`src/inc/alu_params.svh`:
```
// offsets, field positions and reset values of the accumulator alu block
`ifndef ALU_PARAMS_SVH
`define ALU_PARAMS_SVH

`define ACC_OFF 32'h0000_0000
`define STATUS_OFF 32'h0000_0004
`define CMD_OFF 32'h0000_0008
`define MEM_BASE 32'h0000_0100

`define ACC_RST 8'h00
`define STATUS_RST 5'h00
`define STATUS_W 5

`define FLG_C 0
`define FLG_AC 1
`define FLG_Z 2
`define FLG_OV 3
`define FLG_SC 4

`define CMD_OP_LSB 0
`define CMD_ADDR_LSB 8
`define CMD_IMM_LSB 16
`define CMD_BUSY_BIT 31

`endif

```
`src/inc/alu_pkg.sv`:
```
// types shared by the accumulator alu block
package alu_pkg;
    typedef enum logic [1:0] {
        op_add_acc_into_memory,
        op_and_memory,
        op_and_immediate,
        op_reserved
    } op_t;

    typedef enum logic [1:0] {
        st_idle,
        st_fetch,
        st_exec
    } state_t;
endpackage : alu_pkg

```
`src/inc/mem_if.sv`:
```
// single port byte memory connection between control and storage
`timescale 1ns/1ns
`default_nettype none
interface mem_if #(parameter int AW = 6) ();
    logic en;
    logic we;
    logic [AW-1:0] addr;
    logic [7:0] wdata;
    logic [7:0] rdata;
    modport ctrl (output en, output we, output addr, output wdata, input rdata);
    modport ram (input en, input we, input addr, input wdata, output rdata);
endinterface : mem_if
`default_nettype wire

```
`src/logic/data_ram.sv`:
```
// data memory with registered read port
`timescale 1ns/1ns
`default_nettype none
module data_ram #(
    parameter int AW = 6
) (
    input wire logic hclk,
    input wire logic hresetn,
    mem_if.ram m
);
    logic [7:0] mem_q [0:(1<<AW)-1];
    logic [7:0] rdata_q;
    logic [7:0] rdata_d;

    always_comb begin
        rdata_d = rdata_q;
        if (m.en && !m.we) begin
            rdata_d = mem_q[m.addr];
        end
    end

    always_ff @(posedge hclk) begin
        if (m.en && m.we) begin
            mem_q[m.addr] <= m.wdata;
        end
    end

    always_ff @(posedge hclk or negedge hresetn) begin
        if (!hresetn) begin
            rdata_q <= 8'h00;
        end else begin
            rdata_q <= rdata_d;
        end
    end

    assign m.rdata = rdata_q;
endmodule : data_ram
`default_nettype wire

```
`src/logic/acc_alu_top.sv`:
```
// accumulator add and and-instruction datapath behind an ahb-lite slave
//
// Decided for this implementation: the address map and the AHB-Lite slave port.
`timescale 1ns/1ns
`default_nettype none
`include "alu_params.svh"
module acc_alu_top #(
    parameter int MEM_AW = 6
) (
    input wire logic hclk,
    input wire logic hresetn,
    input wire logic hsel,
    input wire logic [31:0] haddr,
    input wire logic [1:0] htrans,
    input wire logic hwrite,
    input wire logic [2:0] hsize,
    input wire logic hready,
    input wire logic [31:0] hwdata,
    output logic [31:0] hrdata,
    output logic hreadyout,
    output logic hresp,
    output logic busy
);
    import alu_pkg::*;

    mem_if #(.AW(MEM_AW)) mem ();

    data_ram #(.AW(MEM_AW)) u_ram (
        .hclk(hclk),
        .hresetn(hresetn),
        .m(mem.ram)
    );

    // byte window of the data memory
    function automatic logic is_mem(input logic [31:0] a);
        logic [31:0] off;
        off = a - `MEM_BASE;
        return off < (32'(1) << (MEM_AW + 2));
    endfunction : is_mem

    function automatic logic [MEM_AW-1:0] mem_index(input logic [31:0] a);
        logic [31:0] off;
        off = a - `MEM_BASE;
        return off[MEM_AW+1:2];
    endfunction : mem_index

    state_t state_q, state_d;
    op_t op_q, op_d;
    logic [MEM_AW-1:0] opaddr_q, opaddr_d;
    logic [7:0] imm_q, imm_d;
    logic [7:0] accumulator_reg_q, accumulator_reg_d;
    logic [`STATUS_W-1:0] status_q, status_d;
    logic dph_valid_q, dph_valid_d;
    logic dph_write_q, dph_write_d;
    logic [31:0] dph_addr_q, dph_addr_d;
    logic rd_wait_q, rd_wait_d;

    logic [8:0] sum9;
    logic [4:0] half5;
    logic overflow_flag;
    logic auxiliary_carry_flag;
    logic signed_carry_flag;
    logic [7:0] and_mem_res;
    logic [7:0] and_imm_res;
    logic rd_mem;
    logic dph_done;

    // sum and flags of accumulator plus memory operand
    assign sum9 = {1'b0, accumulator_reg_q} + {1'b0, mem.rdata};
    assign half5 = {1'b0, accumulator_reg_q[3:0]} + {1'b0, mem.rdata[3:0]};
    assign auxiliary_carry_flag = half5[4];
    assign overflow_flag = (accumulator_reg_q[7] == mem.rdata[7]) &&
                           (sum9[7] != accumulator_reg_q[7]);
    assign signed_carry_flag = overflow_flag ^ sum9[7];
    assign and_mem_res = accumulator_reg_q & mem.rdata;
    assign and_imm_res = accumulator_reg_q & imm_q;

    // bus data phase handling
    assign rd_mem = !dph_write_q && is_mem(dph_addr_q);
    assign hreadyout = !dph_valid_q || (state_q == st_idle && (!rd_mem || rd_wait_q));
    assign dph_done = dph_valid_q && hreadyout;
    assign hresp = 1'b0;
    assign busy = (state_q != st_idle);

    always_comb begin
        hrdata = 32'h0000_0000;
        if (is_mem(dph_addr_q)) begin
            hrdata = {24'h00_0000, mem.rdata};
        end else if (dph_addr_q == `ACC_OFF) begin
            hrdata = {24'h00_0000, accumulator_reg_q};
        end else if (dph_addr_q == `STATUS_OFF) begin
            hrdata = {{(32-`STATUS_W){1'b0}}, status_q};
        end else if (dph_addr_q == `CMD_OFF) begin
            hrdata[`CMD_BUSY_BIT] = busy;
            hrdata[`CMD_IMM_LSB +: 8] = imm_q;
            hrdata[`CMD_ADDR_LSB +: MEM_AW] = opaddr_q;
            hrdata[`CMD_OP_LSB +: 2] = op_q;
        end
    end

    // memory port: sequencer first, bus when idle
    always_comb begin
        mem.en = 1'b0;
        mem.we = 1'b0;
        mem.addr = mem_index(dph_addr_q);
        mem.wdata = hwdata[7:0];
        if (state_q == st_fetch) begin
            mem.en = 1'b1;
            mem.addr = opaddr_q;
        end else if (state_q == st_exec && op_q == op_add_acc_into_memory) begin
            mem.en = 1'b1;
            mem.we = 1'b1;
            mem.addr = opaddr_q;
            mem.wdata = sum9[7:0];
        end else if (state_q == st_idle && dph_valid_q && is_mem(dph_addr_q)) begin
            mem.en = dph_write_q || !rd_wait_q;
            mem.we = dph_write_q;
        end
    end

    always_comb begin
        state_d = state_q;
        op_d = op_q;
        opaddr_d = opaddr_q;
        imm_d = imm_q;
        accumulator_reg_d = accumulator_reg_q;
        status_d = status_q;
        dph_valid_d = dph_valid_q;
        dph_write_d = dph_write_q;
        dph_addr_d = dph_addr_q;
        rd_wait_d = rd_wait_q;
        if (dph_valid_q && rd_mem && state_q == st_idle && !rd_wait_q) begin
            rd_wait_d = 1'b1;
        end
        if (dph_done) begin
            rd_wait_d = 1'b0;
            dph_valid_d = 1'b0;
        end
        if (hready) begin
            dph_valid_d = hsel && htrans[1];
            dph_write_d = hwrite;
            dph_addr_d = haddr;
        end
        // register writes land only while idle
        if (dph_done && dph_write_q) begin
            if (dph_addr_q == `ACC_OFF) begin
                accumulator_reg_d = hwdata[7:0];
            end else if (dph_addr_q == `STATUS_OFF) begin
                status_d = hwdata[`STATUS_W-1:0];
            end else if (dph_addr_q == `CMD_OFF) begin
                op_d = op_t'(hwdata[`CMD_OP_LSB +: 2]);
                opaddr_d = hwdata[`CMD_ADDR_LSB +: MEM_AW];
                imm_d = hwdata[`CMD_IMM_LSB +: 8];
                unique case (op_t'(hwdata[`CMD_OP_LSB +: 2]))
                    op_add_acc_into_memory: state_d = st_fetch;
                    op_and_memory: state_d = st_fetch;
                    op_and_immediate: state_d = st_exec;
                    op_reserved: state_d = st_idle;
                endcase
            end
        end
        unique case (state_q)
            st_idle: begin
            end
            st_fetch: begin
                state_d = st_exec;
            end
            st_exec: begin
                state_d = st_idle;
                unique case (op_q)
                    op_add_acc_into_memory: begin
                        status_d[`FLG_C] = sum9[8];
                        status_d[`FLG_AC] = auxiliary_carry_flag;
                        status_d[`FLG_Z] = (sum9[7:0] == 8'h00);
                        status_d[`FLG_OV] = overflow_flag;
                        status_d[`FLG_SC] = signed_carry_flag;
                    end
                    op_and_memory: begin
                        accumulator_reg_d = and_mem_res;
                        status_d[`FLG_Z] = (and_mem_res == 8'h00);
                    end
                    op_and_immediate: begin
                        accumulator_reg_d = and_imm_res;
                        status_d[`FLG_Z] = (and_imm_res == 8'h00);
                    end
                    op_reserved: begin
                    end
                endcase
            end
        endcase
    end

    always_ff @(posedge hclk or negedge hresetn) begin
        if (!hresetn) begin
            state_q <= st_idle;
            op_q <= op_add_acc_into_memory;
            opaddr_q <= '0;
            imm_q <= 8'h00;
            accumulator_reg_q <= `ACC_RST;
            status_q <= `STATUS_RST;
            dph_valid_q <= 1'b0;
            dph_write_q <= 1'b0;
            dph_addr_q <= 32'h0000_0000;
            rd_wait_q <= 1'b0;
        end else begin
            state_q <= state_d;
            op_q <= op_d;
            opaddr_q <= opaddr_d;
            imm_q <= imm_d;
            accumulator_reg_q <= accumulator_reg_d;
            status_q <= status_d;
            dph_valid_q <= dph_valid_d;
            dph_write_q <= dph_write_d;
            dph_addr_q <= dph_addr_d;
            rd_wait_q <= rd_wait_d;
        end
    end

    logic exec_add;
    logic exec_and;
    assign exec_add = (state_q == st_exec) && (op_q == op_add_acc_into_memory);
    assign exec_and = (state_q == st_exec) &&
                      (op_q == op_and_memory || op_q == op_and_immediate);
endmodule : acc_alu_top
`default_nettype wire

```
`config.mk`:
```
export PLATFORM = sky130hd
export DESIGN_NAME = acc_alu_top
export DESIGN_NICKNAME = d
export VERILOG_FILES = /design/src/inc/alu_pkg.sv /design/src/inc/mem_if.sv /design/src/logic/data_ram.sv /design/src/logic/acc_alu_top.sv
export VERILOG_INCLUDE_DIRS = /design/src /design/src/inc
export SDC_FILE = /design/constraint.sdc
export NUM_CORES = 1
export LEC_CHECK = 0
export BUFFER_PORTS_ARGS = -buffer_cell sky130_fd_sc_hd__buf_2
export CAP_MARGIN = 20
export CORE_MARGIN = 1
export CORE_UTILIZATION = 32
export DETAILED_ROUTE_END_ITERATION = 16
export GPL_TIMING_DRIVEN = 1
export PLACE_DENSITY = 0.55
export SETUP_SLACK_MARGIN = 0.1
export SYNTH_ARGS = -nofsm -noshare
export SYNTH_HDL_FRONTEND = slang
export SYNTH_SLANG_ARGS = --single-unit
```
`constraint.sdc`:
```
create_clock -name hclk -period 7.2 [get_ports hclk]
set_clock_uncertainty 0.05 [all_clocks]
set_input_delay 0.36 -clock hclk [delete_from_list [all_inputs] [get_ports hclk]]
set_output_delay 0.36 -clock hclk [all_outputs]
set_load 0.005 [all_outputs]
```
Yosys cells after proc, flatten, opt, wreduce, memory -nomap -nowiden
Memory sizes are Yosys's and may differ from the RTL's. A register that Yosys moved wholly into a read port is not among the register bits.
Cells that the tools add are included.
W data, S select, Z words.
{"block": "totals", "ff_bits": 66, "latch_bits": 0, "ramBits": 512, "mem_bits_ro": 0, "inputBits": 74, "output_inout_bits": 35, "word_cells": 115, "memories": 1}
{"name": "u_ram.mem_q", "depth": 64, "word_bits": 8, "read_ports": 1, "rd_clocked_by_memory_dff": 1, "wr": 1, "line": "data_ram.sv:11", "source": "logic [7:0] mem_q [0:(1<<AW)-1];"}
{"block": "op_classes", "add_sub_neg": 3, "mul": 0, "div": 0, "n_lt_le_gt_ge": 1, "eq_ne": 13, "shifts": 0, "muxes": 44, "n_bitwise": 5, "n_reduce_logical": 38}
{"op": "$mux W32", "n": 2}
{"op": "$mux W8", "n": 7}
{"op": "$eq A32 B3 Y1 const B", "n": 1}
{"op": "$eq A32 B4 Y1 const B", "n": 1}
{"op": "$logic_not A32 Y1", "n": 1}
{"op": "$lt A32 B9 Y1 const B", "n": 1}
{"op": "$sub A32 B9 Y32 const B", "n": 1}
{"op": "$logic_not A8 Y1", "n": 3}
{"op": "$mux W6", "n": 4}
{"op": "$mux W5", "n": 4}
{"op": "$and A8 B8 Y8", "n": 2}
{"op": "$mux W2", "n": 8}
{"op": "$pmux W8 S2", "n": 1}
{"op": "$logic_and A1 B1 Y1", "n": 14}
{"op": "$mux W1", "n": 14}
{"op": "$add A8 B8 Y9", "n": 1}
{"op": "$eq A2 B2 Y1 const B", "n": 4}
{"op": "$reduce_and A4 Y1", "n": 2}
{"op": "$eq A2 B1 Y1 const B", "n": 3}
{"op": "$logic_not A1 Y1", "n": 6}
{"op": "$logic_not A2 Y1", "n": 3}
{"op": "$ne A3 B1 Y1 const B", "n": 2}
{"op": "$pmux W2 S3", "n": 1}
{"op": "$reduce_bool A2 Y1", "n": 3}
{"op": "other kinds (11)", "n": 15}

Logic depth before layout (Yosys ltp)
{"block": "depth", "ltp_word": 12, "mapped_depth": 13, "ltp_nobuf": 10}

Cells and area by module
A second synthesis with hierarchy kept.
{"block": "hier_totals", "cells_unflattened": 1524, "hier_area_um2": 24596.1}
{"module": "data_ram", "instances": 1, "cells_per_inst": 1139, "area_per_inst_um2": 20463.4, "seq_area_each_um2": 15574.9}
{"module": "acc_alu_top", "instances": 1, "cells_per_inst": 385, "area_per_inst_um2": 4132.7, "seq_area_each_um2": 1651.6}

Worst setup path before layout
OpenSTA, ideal clock, no wires.
{"block": "synth_timing", "path_kind": "reg2reg", "from": "reg accumulator_reg_q[1]", "to": "mem u_ram.mem_q[0][7] (data pin)", "setup_time_ns": 0.721, "t_arrival_ns": 4.313, "required_ns": 6.429, "path_slack_ns": 2.115, "path_stages_with_launch": 8, "path_buffers": 0, "synth_period_minus_slack_ns": 5.085, "path_cell_list": "dfrtp_1 -> ha_1 -> a21o_1 -> a21oi_1 -> o21ai_0 -> a211oi_1 -> nor3_1 -> o31ai_1"}
{"block": "synth_between", "elab_chain_len": 3}
{"item": "start: declaration", "line": "acc_alu_top.sv:51", "source": "logic [7:0] accumulator_reg_q, accumulator_reg_d;"}
{"item": "start signal: assignment", "line": "acc_alu_top.sv:199", "source": "accumulator_reg_q <= `ACC_RST;"}
{"item": "start signal: assignment", "line": "acc_alu_top.sv:210", "source": "accumulator_reg_q <= accumulator_reg_d;"}
{"item": "$add A8 B8 Y9", "line": "acc_alu_top.sv:69", "source": "assign sum9 = {1'b0, accumulator_reg_q} + {1'b0, mem.rdata};"}
{"item": "$mux W8", "line": "acc_alu_top.sv:110", "source": "end else if (state_q == st_exec && op_q == op_add_acc_into_memory) begin"}
{"item": "$mux W8", "line": "acc_alu_top.sv:107", "source": "if (state_q == st_fetch) begin"}
{"item": "net mem.wdata[7]", "line": "mem_if.sv:8", "source": "logic [7:0] wdata;"}
{"item": "end: declaration", "line": "data_ram.sv:11"}
The timed path passes the listed nets, and every way through them passes these cells.

Final worst setup path
{"block": "layout_timing", "from": "reg state_q[1]", "to": "reg u_ram.rdata_q[1], in the netlist u_ram.m.rdata[1], read port of u_ram.mem_q"}
{"block": "layout_between", "elab_chain_len": 8, "elab_cells_between_ends": 16, "classes_between": "2 x eq/ne; 8 x mux; 6 x reduce/logical"}
{"item": "start: declaration", "line": "acc_alu_top.sv:47", "source": "state_t state_q, state_d;"}
{"item": "start signal: assignment", "line": "acc_alu_top.sv:195", "source": "state_q <= st_idle;"}
{"item": "start signal: assignment", "line": "acc_alu_top.sv:206", "source": "state_q <= state_d;"}
{"item": "$logic_not A2 Y1", "line": "acc_alu_top.sv:115", "source": "end else if (state_q == st_idle && dph_valid_q && is_mem(dph_addr_q)) begin"}
{"item": "$logic_and A1 B1 Y1 (2 in series)", "line": "acc_alu_top.sv:115"}
{"item": "$mux W1", "line": "acc_alu_top.sv:115"}
{"item": "$mux W1", "line": "acc_alu_top.sv:110"}
{"item": "$mux W1", "line": "acc_alu_top.sv:107"}
{"item": "$logic_not A1 Y1", "line": "data_ram.sv:17", "source": "if (m.en && !m.we) begin"}
{"item": "$logic_and A1 B1 Y1", "line": "data_ram.sv:17"}
{"item": "end: declaration", "line": "data_ram.sv:12", "source": "logic [7:0] rdata_q;"}
Several ways; a longest one is shown, not always the timed one.
A chain may end at the register's enable or synchronous reset.

==> metrics.md <==
| Metric | Value |
|---|---|
| Int Power | 5.87 mW |
| CTS resizes | 0 |
| Startpoint of the worst register-to-register path | state_q[1] |
| CP max stage cell | sky130_fd_sc_hd__nor4_1 |
| Critical path buffers and inverters | 3 |
| Num ports | roughly 110 |
| Die outline area | between 0.07 and 0.08 mm^2 |
| Final hold slack | 0.0592 ns |
| Register share of total power | about 50% |
| Slowest cell delay on critical path | 0.86 ns |
| Highest attainable clock frequency | 221 MHz |
| Die Ht | about 270 um |
| Headroom to the max-slew limit | 29.4% |
| Static leakage | 9.47 nW |
| Core Region | 0.0730 mm^2 |
| Total half-perimeter wirelength after legalization and detailed placement | 39200 um |
| Worst skew pair latency | 0.64 ns |
| Area Overhead vs Synth | 19.6% |
| Setup TNS Final | 0 ns |
| List of most frequent post-synthesis cells | 512 x sky130_fd_sc_hd__edfxtp_1, 119 x sky130_fd_sc_hd__a22oi_1, 82 x sky130_fd_sc_hd__nand2_1 |
| Clk pin slew, worst setup/hold paths | roughly 0.060 ns |
| Hold Path Sink | op_q[1] |
| Number of cells on the critical path | 11 |
| Max Buffers Root-to-Sink | 3 |
| Setup slack, reg-to-reg | 2.68 ns |
| Sum of overflow across all layers after global routing | 0 |
| Worst Hold Class | input pin to flip-flop |
| Clock network fraction of total power | around 43% |
| Setup slack of the critical path after layout | 2.68 ns |
| Worst Reg2Reg Path Length in Cells | 11 |
| Num CTS Buffers | 59 |
| RR Endpoint | u_ram.m.rdata[1] |
| Maximum number of pins on one net before global-route repair | 75 |
| Number of buffers inserted by post-CTS setup repair | 0 |
| Number of max-slew violations in the final report | 0 |
| Cell Chain, Critical Path | inv_1 > ha_1 > a21oi_4 > buf_4 > mux2_2 > buf_4 > a22o_1 > a221oi_1 > a31oi_1 > nor4_1 > a31oi_1 |
| Number of flip-flops and latches in the synthesized netlist | 586 |
| Most used standard cell by instance count after synthesis | sky130_fd_sc_hd__edfxtp_1 |
| Crit Path Max Fanout | 18 |
| CTS root buffer | sky130_fd_sc_hd__clkbuf_16 |
| Library cells used by synthesis | 71 |
| Top cell type's share of synthesized area | between 60% and 70% |
| Part of the cycle the worst path needs | 62.8% |
| Number of antenna violations at the first check in global routing | 0 |
| Hold path cells | 2 |
| Clock tree from TritonCTS | yes |
| Post-synthesis cell area | 0.0236 mm^2 |
| CTS H-Tree Depth | 2 |
| Switching share of power | 22.7% |
| CP required | 7.61 ns |
| Number of sinks driven by the clock tree | 586 |
| Outcome | finished clean |
| Net switching power | 1.72 mW |
| Final Hold Vio Count | 0 |
| Max-cap viol count | 0 |
| Total Routed Length | ~66000 um |
| Total track usage | 17.4% |
| Critical Path AT | 4.93 ns |
| Family with the most delay on the worst path | compound AO/OA/AOI/OAI gates |
| Worst hold start | hwdata[1] |
| Routed wire length per instance | 24.3 um |
| Sequential element share of the synthesized area | about three quarters |
| Cts hold-fix bufs | 50 |
| Number of endpoints failing setup at the final stage | 0 |
| Fraction of layout cells with a size suffix above 1 | 20.2% |
| RSZ-0062 raised after global routing | no |
| Number of enable-type register cells in the synthesized netlist | between 500 and 600 |
| Most area-hungry cell type in the Yosys netlist | sky130_fd_sc_hd__edfxtp_1 |
| Initial core utilization | between 30% and 40% |
| Final Wtd Congestion | 0.849 |
| Part of the total power dissipated in combinational logic | between 7 and 8% |
| Vias per cell | 5.39 |
| Most area-consuming cells after synthesis | sky130_fd_sc_hd__edfxtp_1 65%, sky130_fd_sc_hd__dfrtp_1 7.9%, sky130_fd_sc_hd__a22oi_1 3.8% |
| Die width | ~270 um |
| Launching element type of the critical path | flip-flop |
| Vias | 14600 |
| Residual DRC | 0 |
| Element type at the critical path end | flip-flop |
| Syn Inst Count | 1514 |
| Average size of a mapped cell | 15.6 um^2 |
| Top FF cell, synth | sky130_fd_sc_hd__edfxtp_1 |
| Number of nets at the end of the flow | 1791 |
| PortBufs | 84 |
| Total number of yosys warnings | 0 |
| Setup Slack @ Placement | 2.75 ns |
| Drt first-iter violations | 1365 |
| Number of diodes | 0 |
| 1st-pass router iterations | 7 |
| Period minus WS final | roughly 4.5 ns |
| Row cnt | 99 |
| Antenna violation net count after detailed routing | 0 |
| Slew at the pin closest to its max-slew limit | about 1.1 ns |
| Number of global-route vias before repair | ~15000 |
| Maximum VDD drop | about 0.00019 V |
| Global-route wire length before repair | between 90000 and 100000 um |
| PwrDens | 269 mW/mm^2 |
| Post-synth ARST share | 12.6% |
| Critical Setup Path Class | flip-flop to flip-flop |
==> routing by layer <==
| layer | track usage (%) | share of wire [%] |
|---|---|---|
| met3 | 2.56 | 7.1 |
| met1 | 23.9 | 43 |
| met4 | 5.63 | 2.6 |
| met2 | 28.4 | 47 |
| met5 | 0 | 0 |
==> cells by family (layout without fill, tap and decap cells) <==
group                    Yosys count  in the layout  synth area share (%)
XOR/XNOR                           5              5                 0.186
AO/OA/AOI/OAI                    403            403                  12.9
AND/OR/NAND/NOR                  283            283                  5.99
flip-flops                       586            586                  73.1
other                              1             10                0.0159
multiplexers                      96             96                  4.55
buffers and inverters            124            353                  2.46
adder cells (fa/ha/maj)           16             16                 0.881
==> power by group through the flow <==
stage,sequential [mW],clock [mW],combinational (mW)
2_1_floorplan,3.82,0,0.309
4_1_cts,3.76,3.32,0.548
5_1_grt,3.77,3.45,0.587
3_5_place_dp,3.83,0,0.525
3_3_place_gp,3.83,0,0.519
6_report,3.76,3.27,0.550
==> how the worst max path moves through the flow <==
stage	from	end	slack, ns
detailed placement	state_q[1]	u_ram.m.rdata[1]	2.75
finish	state_q[1]	u_ram.m.rdata[1]	2.68
floorplan	accumulator_reg_q[1]	u_ram.mem_q[0][7]	2.12
global route	state_q[1]	u_ram.m.rdata[1]	2.54
CTS	state_q[1]	u_ram.m.rdata[1]	2.73
global placement	state_q[1]	u_ram.mem_q[16][0]	2.57
==> registers in the layout (all words and copies together) (netlist names) <==
signal,flops
u_ram.mem_q,512
status_q,5
opaddr_q,6
imm_q,8
dph_write_q,1
u_ram.m.rdata,8
rd_wait_q,1
dph_addr_q,32
op_q,2
state_q,2
accumulator_reg_q,8
dph_valid_q,1
==> layout make-up <==
type,count,area [um^2]
fillers,6733,44800
flip-flops and latches,586,17200
multi-input cells,813,5970
repair buffers,225,1660
clock buffers,66,1520
well taps,959,1200
clock inverters,46,567
inverters,16,60.1
==> per-stage QoR <==
stage / util, % / area, um^2 / cells / power (mW)
3_5_place_dp: 35.1 / 25600 / 2547 / 4.36
4_1_cts: 38.6 / 28200 / 2709 / 7.64
2_1_floorplan: - / 23600 / 1523 / 4.13
3_3_place_gp: 35.0 / 25600 / 2544 / 4.35
5_1_grt: 38.6 / 28200 / 2711 / 7.81
6_report: 38.6 / 28200 / 2711 / 7.59
==> placed cells by master, fill, tap and decap left out, types with 12 or more instances in the layout <==
| master | netlist | final |
|---|---|---|
| sky130_fd_sc_hd__dlygate4sd3_1 | 0 | 50 |
| sky130_fd_sc_hd__a31oi_1 | 48 | 48 |
| sky130_fd_sc_hd__nor3_1 | 73 | 70 |
| sky130_fd_sc_hd__o21ai_0 | 22 | 18 |
| sky130_fd_sc_hd__nand2_1 | 82 | 82 |
| sky130_fd_sc_hd__nor2_1 | 45 | 45 |
| sky130_fd_sc_hd__nand2b_1 | 13 | 13 |
| sky130_fd_sc_hd__a22oi_1 | 119 | 119 |
| sky130_fd_sc_hd__mux2_2 | 46 | 47 |
| sky130_fd_sc_hd__bufinv_16 | 0 | 12 |
| sky130_fd_sc_hd__a22o_1 | 54 | 54 |
| sky130_fd_sc_hd__ha_1 | 15 | 15 |
| sky130_fd_sc_hd__a21o_1 | 13 | 13 |
| sky130_fd_sc_hd__clkinv_2 | 0 | 18 |
| sky130_fd_sc_hd__a21oi_1 | 35 | 35 |
| sky130_fd_sc_hd__a221oi_1 | 50 | 50 |
| sky130_fd_sc_hd__clkbuf_16 | 0 | 60 |
| sky130_fd_sc_hd__buf_2 | 20 | 85 |
| sky130_fd_sc_hd__mux2i_1 | 38 | 34 |
| sky130_fd_sc_hd__buf_4 | 10 | 85 |
| sky130_fd_sc_hd__and2_1 | 15 | 15 |
| sky130_fd_sc_hd__inv_1 | 16 | 16 |
| sky130_fd_sc_hd__dfrtp_1 | 74 | 74 |
| sky130_fd_sc_hd__edfxtp_1 | 512 | 512 |
(Power assumes the default switching activity.)
